`config.mk`:
```
export PLATFORM = sky130hd
export DESIGN_NAME = kms_top
export DESIGN_NICKNAME = d
export VERILOG_FILES = /design/src/kms_top.v
export VERILOG_INCLUDE_DIRS = /design/src /design/src/shared
export SDC_FILE = /design/constraint.sdc
export NUM_CORES = 1
export LEC_CHECK = 0
export BUFFER_PORTS_ARGS = -buffer_cell sky130_fd_sc_hd__buf_4
export CAP_MARGIN = 20
export CORE_MARGIN = 3
export CORE_UTILIZATION = 55
export CTS_CLUSTER_SIZE = 30
export DETAILED_ROUTE_END_ITERATION = 7
export HOLD_SLACK_MARGIN = 0.05
export PLACE_DENSITY = 0.8
export RECOVER_POWER = 100
export SLEW_MARGIN = 20
export SYNTH_ARGS = -nofsm -noshare
export SYNTH_HDL_FRONTEND = slang
export SYNTH_SLANG_ARGS = --single-unit
```
`constraint.sdc`:
```
create_clock -name hclk -period 4.1 [get_ports hclk]
set_input_delay 0.82 -clock hclk [delete_from_list [all_inputs] [get_ports hclk]]
set_output_delay 0.82 -clock hclk [all_outputs]
set_load 0.02 [all_outputs]
```
`src/shared/kms_regs.vh`:
```
`ifndef KMS_REGS_VH
`define KMS_REGS_VH

// =====================================================================
// register byte offsets
`define KMS_OFS_ROW_SEL 6'h04
`define KMS_OFS_COL_LVL 6'h08
`define KMS_OFS_COL_STS 6'h0C
`define KMS_OFS_COL_IEN 6'h10
`define KMS_OFS_EXT_CTL 6'h14

// =====================================================================
// row_drive_select fields
`define KMS_IDX_LSB 0
`define KMS_IDX_MSB 4
`define KMS_ALL_BIT 5
`define KMS_DIS_BIT 6
`define KMS_INV_BIT 7
`define KMS_ROW_SEL_RST 8'h40

// scan_extended_control fields
`define KMS_PRE_BIT 0

// =====================================================================
// matrix size and timing
`define KMS_ROWS 18
`define KMS_COLS 8
`define KMS_ROW_MAX 5'h11
`define KMS_COL_HIGH 8'hFF
`define KMS_PRE_NS 20
`define KMS_CLK_MHZ 100
// predrive window in clocks: 20 ns at 100 MHz, rounded up
`define KMS_PRE_CYC 8'h02
`define KMS_CNT_ZERO 8'h00

// reset values
`define KMS_ROWS_HIGH 18'h3FFFF
`define KMS_ROWS_OFF 18'h00000
`define KMS_COL_RST 8'h00
`define KMS_PRE_RST 1'h0
`define KMS_OFS_RST 6'h00
`define KMS_RD_RST 32'h00000000

// ahb encodings
`define KMS_HTRANS_NONSEQ 2'h2
`define KMS_HSIZE_WORD 3'h2
`define KMS_HRESP_OKAY 1'h0

`endif

```
`src/kms_top.v`:
```
// The AHB-Lite slave port is this design's own decision.
`timescale 1ns/100ps
`include "kms_regs.vh"

// Functional notes
// - matrix up to eighteen rows by eight columns; unused lines masked by firmware.
// - eight column sense inputs receive the matrix column lines.
// - eighteen row drive outputs drive the matrix row lines.
// - all scan logic runs from the single block clock.
// - system reset returns every register and all logic to defaults.
// - block drops to low power whenever no scan activity is going on.
// - scan-disable set holds the block in low power.
// - sleep-inhibit request raised while scanning, dropped once in low power.
// - with predrive on, rows are driven high before release to open drain.
// - column falling-edge detection and interrupt need no running bus clock.
// - each column has a status bit set on its high-to-low edge.
// - column interrupt only while status and enable both set.
// - writing one clears a status bit; zero leaves it.
// - column requests ORed into one active-high level runtime interrupt.
// - no reassertion until all columns high again or enables change.
// - bus clock stopped plus enabled falling edge raises wake request.
// - wake request stays asserted until the bus clock restarts.
// - sleep edges set status; runtime interrupt follows once clock resumes.
// - enabled, no invert, no drive-all: selected row low, others high.
// - scan-disable, the reset value, turns off all row buffers.
// - column level register reads present column pin levels.
module kms_top (
    // clock, reset, enable
    input wire hclk,
    input wire hresetn,
    input wire clk_en,
    // ahb-lite slave
    input wire hsel,
    input wire [31:0] haddr,
    input wire [1:0] htrans,
    input wire hwrite,
    input wire [2:0] hsize,
    input wire [31:0] hwdata,
    input wire hready,
    output wire hreadyout,
    output wire hresp,
    output reg [31:0] hrdata,
    // matrix pins
    input wire [7:0] column_sense_in,
    output reg [17:0] row_drive_out,
    output reg [17:0] row_drive_oe,
    // power management
    input wire bus_clk_stopped,
    output wire sleep_inhibit,
    output wire matrix_runtime_irq,
    output wire matrix_wake_irq,
    output reg matrix_wake_request
);

// =====================================================================
// register bus
reg dph_wr;
reg [5:0] dph_addr;
reg [7:0] row_sel;
reg [7:0] col_sts;
reg [7:0] col_ien;
reg pre_en;
wire addr_ok;
wire [7:0] col_lvl;
reg [7:0] rd_word;

// decode shared by read mux and write strobes
function sel_is;
    input [5:0] a;
    input [5:0] ofs;
    begin
        sel_is = (a == ofs);
    end
endfunction

// the master waits through a frozen clock instead of losing a transfer
assign hreadyout = clk_en;
assign hresp = `KMS_HRESP_OKAY;
assign addr_ok = hsel & hready & (htrans == `KMS_HTRANS_NONSEQ);

// unmapped offsets read as zero
always @* begin
    rd_word = 8'h00;
    if (sel_is(haddr[5:0], `KMS_OFS_ROW_SEL)) begin
        rd_word = row_sel;
    end else if (sel_is(haddr[5:0], `KMS_OFS_COL_LVL)) begin
        rd_word = col_lvl;
    end else if (sel_is(haddr[5:0], `KMS_OFS_COL_STS)) begin
        rd_word = col_sts;
    end else if (sel_is(haddr[5:0], `KMS_OFS_COL_IEN)) begin
        rd_word = col_ien;
    end else if (sel_is(haddr[5:0], `KMS_OFS_EXT_CTL)) begin
        rd_word = {7'h00, pre_en};
    end
end

reg [31:0] next_hrdata;

// read data is taken in the address phase and stands until the next read
always @* begin
    next_hrdata = hrdata;
    if (addr_ok & ~hwrite) begin
        next_hrdata = {24'h000000, rd_word};
    end
end

always @(posedge hclk or negedge hresetn) begin
    if (!hresetn) begin
        dph_wr <= 1'b0;
        dph_addr <= `KMS_OFS_RST;
        hrdata <= `KMS_RD_RST;
    end else if (clk_en) begin
        dph_wr <= addr_ok & hwrite;
        dph_addr <= haddr[5:0];
        hrdata <= next_hrdata;
    end
end

// write strobes decode the address held over from the address phase
wire wr_row = dph_wr & sel_is(dph_addr, `KMS_OFS_ROW_SEL);
wire wr_sts = dph_wr & sel_is(dph_addr, `KMS_OFS_COL_STS);
wire wr_ien = dph_wr & sel_is(dph_addr, `KMS_OFS_COL_IEN);
wire wr_ext = dph_wr & sel_is(dph_addr, `KMS_OFS_EXT_CTL);

reg [7:0] next_row_sel;
reg [7:0] next_col_ien;
reg next_pre_en;

// a write lands at the data-phase edge, so a read right behind it
// still returns the old value
always @* begin
    next_row_sel = row_sel;
    next_col_ien = col_ien;
    next_pre_en = pre_en;
    if (wr_row) begin
        next_row_sel = hwdata[7:0];
    end
    if (wr_ien) begin
        next_col_ien = hwdata[7:0];
    end
    if (wr_ext) begin
        next_pre_en = hwdata[`KMS_PRE_BIT];
    end
end

always @(posedge hclk or negedge hresetn) begin
    if (!hresetn) begin
        row_sel <= `KMS_ROW_SEL_RST;
        col_ien <= `KMS_COL_RST;
        pre_en <= `KMS_PRE_RST;
    end else if (clk_en) begin
        row_sel <= next_row_sel;
        col_ien <= next_col_ien;
        pre_en <= next_pre_en;
    end
end

// =====================================================================
// column synchronisers and edge detection
reg [7:0] col_s1;
reg [7:0] col_s2;
reg [7:0] col_s3;
wire [7:0] col_fall;

// a pulse shorter than one clock can slip between samples
// the first stage feeds only the second stage
always @(posedge hclk or negedge hresetn) begin
    if (!hresetn) begin
        col_s1 <= `KMS_COL_HIGH;
        col_s2 <= `KMS_COL_HIGH;
        col_s3 <= `KMS_COL_HIGH;
    end else if (clk_en) begin
        col_s1 <= column_sense_in;
        col_s2 <= col_s1;
        col_s3 <= col_s2;
    end
end

assign col_lvl = col_s2;
assign col_fall = col_s3 & ~col_s2;

// =====================================================================
// status, runtime and wake interrupts
wire [7:0] next_sts;
wire [7:0] col_req;
wire irq_level;
reg irq_blocked;
reg irq_seen;

// set beats a simultaneous write-one clear
genvar gc;
generate
    for (gc = 0; gc < `KMS_COLS; gc = gc + 1) begin : g_sts
        assign next_sts[gc] = col_fall[gc] |
            (col_sts[gc] & ~(wr_sts & hwdata[gc]));
    end
endgenerate

always @(posedge hclk or negedge hresetn) begin
    if (!hresetn) begin
        col_sts <= `KMS_COL_RST;
    end else if (clk_en) begin
        col_sts <= next_sts;
    end
end

// level request: drops as soon as status or enable clears
assign col_req = col_sts & col_ien;
assign irq_level = |col_req;

// once a request has been served, hold off until the keys are released
// or the enables are rewritten to a new value
reg next_irq_seen;
reg next_irq_blocked;
wire irq_rearm = (col_s2 == `KMS_COL_HIGH) | (wr_ien & (hwdata[7:0] != col_ien));

always @* begin
    next_irq_seen = irq_seen;
    next_irq_blocked = irq_blocked;
    if (irq_rearm) begin
        next_irq_blocked = 1'b0;
        next_irq_seen = 1'b0;
    end else if (matrix_runtime_irq) begin
        next_irq_seen = 1'b1;
    end else if (irq_seen & ~irq_level) begin
        next_irq_blocked = 1'b1;
    end
end

always @(posedge hclk or negedge hresetn) begin
    if (!hresetn) begin
        irq_seen <= 1'b0;
        irq_blocked <= 1'b0;
    end else if (clk_en) begin
        irq_seen <= next_irq_seen;
        irq_blocked <= next_irq_blocked;
    end
end

// runtime request waits for the bus clock to run again
assign matrix_runtime_irq = irq_level & ~irq_blocked & ~bus_clk_stopped;

assign matrix_wake_irq = matrix_wake_request;

reg next_wake;

// the request is held in flops, so it needs hclk even while the
// bus clock is stopped
always @* begin
    next_wake = matrix_wake_request;
    if (bus_clk_stopped & |(col_fall & col_ien)) begin
        next_wake = 1'b1;
    end else if (~bus_clk_stopped) begin
        next_wake = 1'b0;
    end
end

always @(posedge hclk or negedge hresetn) begin
    if (!hresetn) begin
        matrix_wake_request <= 1'b0;
    end else if (clk_en) begin
        matrix_wake_request <= next_wake;
    end
end

// =====================================================================
// row drive
localparam [7:0] PRE_CYC = `KMS_PRE_CYC;

wire scan_dis = row_sel[`KMS_DIS_BIT];
wire row_inv = row_sel[`KMS_INV_BIT];
wire row_all = row_sel[`KMS_ALL_BIT];
wire [4:0] row_idx = row_sel[`KMS_IDX_MSB:`KMS_IDX_LSB];
wire [17:0] row_val;
reg [17:0] row_prev;
reg [7:0] pre_cnt;
reg [17:0] pre_rows;
wire [17:0] row_rise;
wire pre_start;
reg [7:0] next_pre_cnt;
reg [17:0] next_pre_rows;
reg [17:0] next_oe;

// row decode; indexes past the last row select nothing
function row_is;
    input [4:0] idx;
    input integer n;
    begin
        row_is = (idx <= `KMS_ROW_MAX) & (idx == n[4:0]);
    end
endfunction

// value a row would take if driven; selected row is the active one
genvar gr;
generate
    for (gr = 0; gr < `KMS_ROWS; gr = gr + 1) begin : g_row
        wire hit;
        assign hit = ~row_all & row_is(row_idx, gr);
        assign row_val[gr] = hit ? row_inv : ~row_inv;
    end
endgenerate

// in open-drain use only lows are driven; predrive briefly drives
// a rising row high so the line does not wait on the pull-up
assign row_rise = row_val & ~row_prev;
assign pre_start = pre_en & ~scan_dis & (|row_rise);

always @* begin
    next_pre_rows = pre_rows;
    next_pre_cnt = pre_cnt;
    if (pre_start) begin
        next_pre_rows = row_rise;
        next_pre_cnt = PRE_CYC;
    end else if (pre_cnt != `KMS_CNT_ZERO) begin
        next_pre_cnt = pre_cnt - 8'h01;
    end else begin
        next_pre_rows = `KMS_ROWS_OFF;
    end
end

// with invert and predrive the pads are push-pull, so the selected
// high row is driven as well
always @* begin
    next_oe = `KMS_ROWS_OFF;
    if (scan_dis) begin
        next_oe = `KMS_ROWS_OFF;
    end else begin
        next_oe = ~row_val;
        if (pre_en & row_inv) begin
            next_oe = next_oe | row_val;
        end
        if (pre_en) begin
            next_oe = next_oe | pre_rows;
        end
    end
end

always @(posedge hclk or negedge hresetn) begin
    if (!hresetn) begin
        row_prev <= `KMS_ROWS_HIGH;
        pre_rows <= `KMS_ROWS_OFF;
        pre_cnt <= `KMS_CNT_ZERO;
    end else if (clk_en) begin
        row_prev <= row_val;
        pre_rows <= next_pre_rows;
        pre_cnt <= next_pre_cnt;
    end
end

// pads see registered values only, never decode glitches
always @(posedge hclk or negedge hresetn) begin
    if (!hresetn) begin
        row_drive_out <= `KMS_ROWS_OFF;
        row_drive_oe <= `KMS_ROWS_OFF;
    end else if (clk_en) begin
        row_drive_out <= row_val;
        row_drive_oe <= next_oe;
    end
end

// =====================================================================
// power state: active only while a row is pulled or predrive runs;
// a press while hclk is stopped is caught only once the clock returns
wire rows_driven = |row_drive_oe;
wire pre_busy = pre_cnt != `KMS_CNT_ZERO;

assign sleep_inhibit = ~scan_dis & (rows_driven | pre_busy);

endmodule

```
==> results.md <==
* Max clock buf depth at 2
* Main flop type after synthesis: dfrtp_1
* Result of the run: complete, but fails checks
* FF+latch count, synth at around 150
* Diodes inserted at 0
* Final instance area at approximately 0.0086 mm²
* Hpwl dp at between 10 and 15 mm
* Final hold violation count at 0
* Synth Cell Area at between 0.007 and 0.008 mm²
* Chip height at between 100 and 150 µm
* Vias in the first global route at between 5,000 and 6,000
* Fillers at between 1,000 and 1,500
* Worst R2R End: pre_cnt[6]
* Worst Setup SP: pre_cnt[0]
* Max-slew violation count at about 230
* I/O Buffers at 79
* 1st-iter DRT viols at between 500 and 600
* Post-CTS sizing at 0
* Antenna viol nets, final at 0
* Min Tclk post-route at 3.62 ns
* Maxcap violations at 2
* Setup crit end kind: output pin
* R2R setup slack at 0.52 ns
* Tot Pwr at around 3.8 mW
* # Post-CTS Setup Buffers at 0
* Failing checks: max-capacitance violations, max-slew violations
* Dpl cells at between 900 and 1,000
* GRT overflow at 0
* Sinks on the clock net at approximately 150
* Area of the core at 0.0134 mm²
* FF-to-FF Start: row_sel[0]
* Row count at 42
* Most common cell in the synthesized netlist: dfrtp_1
* Critical Path Start Type: register
* Average instance area after synthesis at slightly above 10 µm²
* Max stage delay on crit path at roughly 0.47 ns
* Leakage Power at between 3 and 4 nW
* Dpl ws at roughly 0.92 ns
* Die ar. at approximately 0.015 mm²
* Worst-Margin Slew at 2.87 ns
* PD cells at 438 mW/mm²
* First-pass GRT wire length at ~30 mm
* Area after DPL at a little over 0.008 mm²
* WS Path Type: register to output pin
* Final net count at between 800 and 900
* P&R area growth vs syn at 12.6%
* Required time worst endpoint at between 3 and 4 ns
* VDD IR-drop max at 0.259 mV
* Finished Layout Cells at a little under 1,000
* Top area cells in the synthesized netlist: dfrtp_1, dfstp_2, mux2_2
* H-tree lvl count at 4
* Synth top area share at 34.1%
* Share of flip-flops with an asynchronous set or reset at 100%
* Synth warn at 0
* Starting density of the core at between 50% and 60%
* Cts hold-fix bufs at 0
* Worst hold slack at 0.476 ns
* Wire per inst at around 19 µm
* Number of enable flip-flop cells after synthesis at 0
* Initial antenna violation count at 0
* Chip width at between 100 and 150 µm
* CTS tree: done
* Hold Path Class: register to register
* Layout cells sized above 1 at approximately 22%
* Unique masters post-synth at 72
* Fin crit share at 88.3%
* Critical-path cell list: inv_1 -> ha_1 -> or3b_2 -> or3_1 -> nor3_1 -> clkbuf_1 -> a21oi_1 -> buf_4
* Most frequent cells after synthesis: dfrtp_1, nand2_1, o21ai_0
* Via count at about 6,000
* Drt first pass iters at 5
* # DRC at 0
* RSZ-0062 raised after global routing: no
* Clock skew at ~0.0064 ns
* Total GRT Usage at between 20% and 30%
* Via/cell ratio at 6.02
* Slew HR at -91.6%
* Number of buffers created by CTS at 17
* Slowest stage cell, crit path: or3b_2
* Synth area leader: dfrtp_1
* Max Clk Rate at about 0.28 GHz
* # IOs at 158
* Final wirelength at between 15 and 20 mm
* Clock Latency Late Sink at around 0.43 ns
* Crit path capture: sleep_inhibit
* Syn Inst Count at 745
* Final cell utilization of the core at 64.1%
* CTS Root Cell: clkbuf_16
* Post-synthesis sequential area ratio at 48.9%
* CTS clk-pin slew, worst paths at around 0.060 ns
* Multi-input logic area at roughly 0.0034 mm²
* Gp weighted congestion at 0.926
* Final worst setup slack at about 0.48 ns
* Max Fanout on Critical Path at 7
* Largest net degree at the start of global routing at about 120
* Final setup fails at 0
* Reg2Reg Depth at 8
* CP Data Arrival Time at between 2 and 3 ns
* Setup TNS at 0 ns
* Register Area at ~0.0037 mm²
==> flip-flops by register name, summed over array words and instances, names as in the netlist, 6 cells and up <==
name and flops:
pre_rows 18, col_ien 8, col_sts 8, row_drive_out 18, row_prev 18, pre_cnt 8
row_drive_oe 18, hrdata 8, dph_addr 6, col_lvl 8, row_sel 8, col_s1 8
col_s3 8
==> metal layers <==
layer | vias to the layer above | wire, µm | GRT usage (%)
li1 | 2742 | - | -
met2 | 266 | 9230 | 41.7
met1 | 2921 | 7500 | 32.5
met5 | - | 0 | 0
met3 | 48 | 1320 | 4.27
met4 | 0 | 440 | 10.4
==> cell families (layout without fill, tap and decap cells) <==
logic type	count (synthesis)	after routing	share of synthesized area, %
and+or+nand+nor	186	186	12.9
adders and majority gates	1	1	0.164
buffers and inverters	122	170	7.81
muxes	63	63	9.25
AOI/OAI and AO/OA	202	202	18.2
xor gates and xnor gates	23	23	2.64
other	1	25	0.0492
DFF	147	147	48.9
==> final cells by class <==
type / instances / area share (%)
Timing Repair Buffer: 92 / 5.53
Clock inverter: 11 / 1.53
Clock buffer: 21 / 5.59
Multi-Input combinational cell: 500 / 39.3
Tap cell: 176 / 2.56
Inverter: 46 / 2.01
Sequential cell: 147 / 43.4
==> how the worst min path moves through the flow <==
stage | slack, ns | cells after the start | to | from
finish | 0.48 | 2 | pre_rows[1] | pre_rows[1]
floorplan | 0.45 | 2 | pre_rows[12] | pre_rows[12]
global placement | 0.46 | 2 | pre_rows[0] | pre_rows[0]
CTS | 0.48 | 2 | pre_rows[1] | pre_rows[1]
global route | 0.51 | 2 | pre_rows[1] | pre_rows[1]
detailed placement | 0.47 | 2 | pre_rows[1] | pre_rows[1]
==> critical path, delay by kind of cell (launching register included) <==
family                     cells  cell delay [ns]
AOI/OAI and AO/OA              1             0.15
buffers and inverters          3             0.62
DFF                            1             0.40
adders and majority gates      1             0.17
and+or+nand+nor                3             1.02
==> power by group <==
| part | internal, mW | total [mW] | switching (mW) |
|---|---|---|---|
| sequential | 1.62 | 1.73 | 0.116 |
| combinational | 0.172 | 0.432 | 0.260 |
| clock | 1.01 | 1.60 | 0.587 |
==> cells in the final DEF, fill, tap and decap left out, types with 4 or more instances in the layout <==
cell       netlist  layout
mux2_2          60      60
dfstp_2         43      43
o211ai_1         8       8
nor2_1          26      27
a311oi_1         4       4
a21o_1           6       6
a221oi_1         5       5
a22oi_1         13      13
clkbuf_2         0       5
xnor2_1         15      15
and3_1           5       5
o21ai_0         61      61
nor4_1          10      10
nor3b_1          4       4
clkinv_2         0       6
nor2b_1         15      15
conb_1           1      25
a21oi_1         28      28
a2111oi_0        7       7
clkbuf_1        30      54
clkbuf_16        0      17
nand2b_1         4       4
a211oi_1        15      15
o22ai_1          5       5
nand2_1         69      69
clkbuf_8         0       4
o31ai_1         19      19
buf_4           29      33
inv_1           46      46
or3_1            6       6
a22o_1           9       9
nor3_1           6       6
nand3_1         14      14
dfrtp_1        104     104
xor2_1           8       8
No activity file was read; power rests on OpenSTA's default activity.
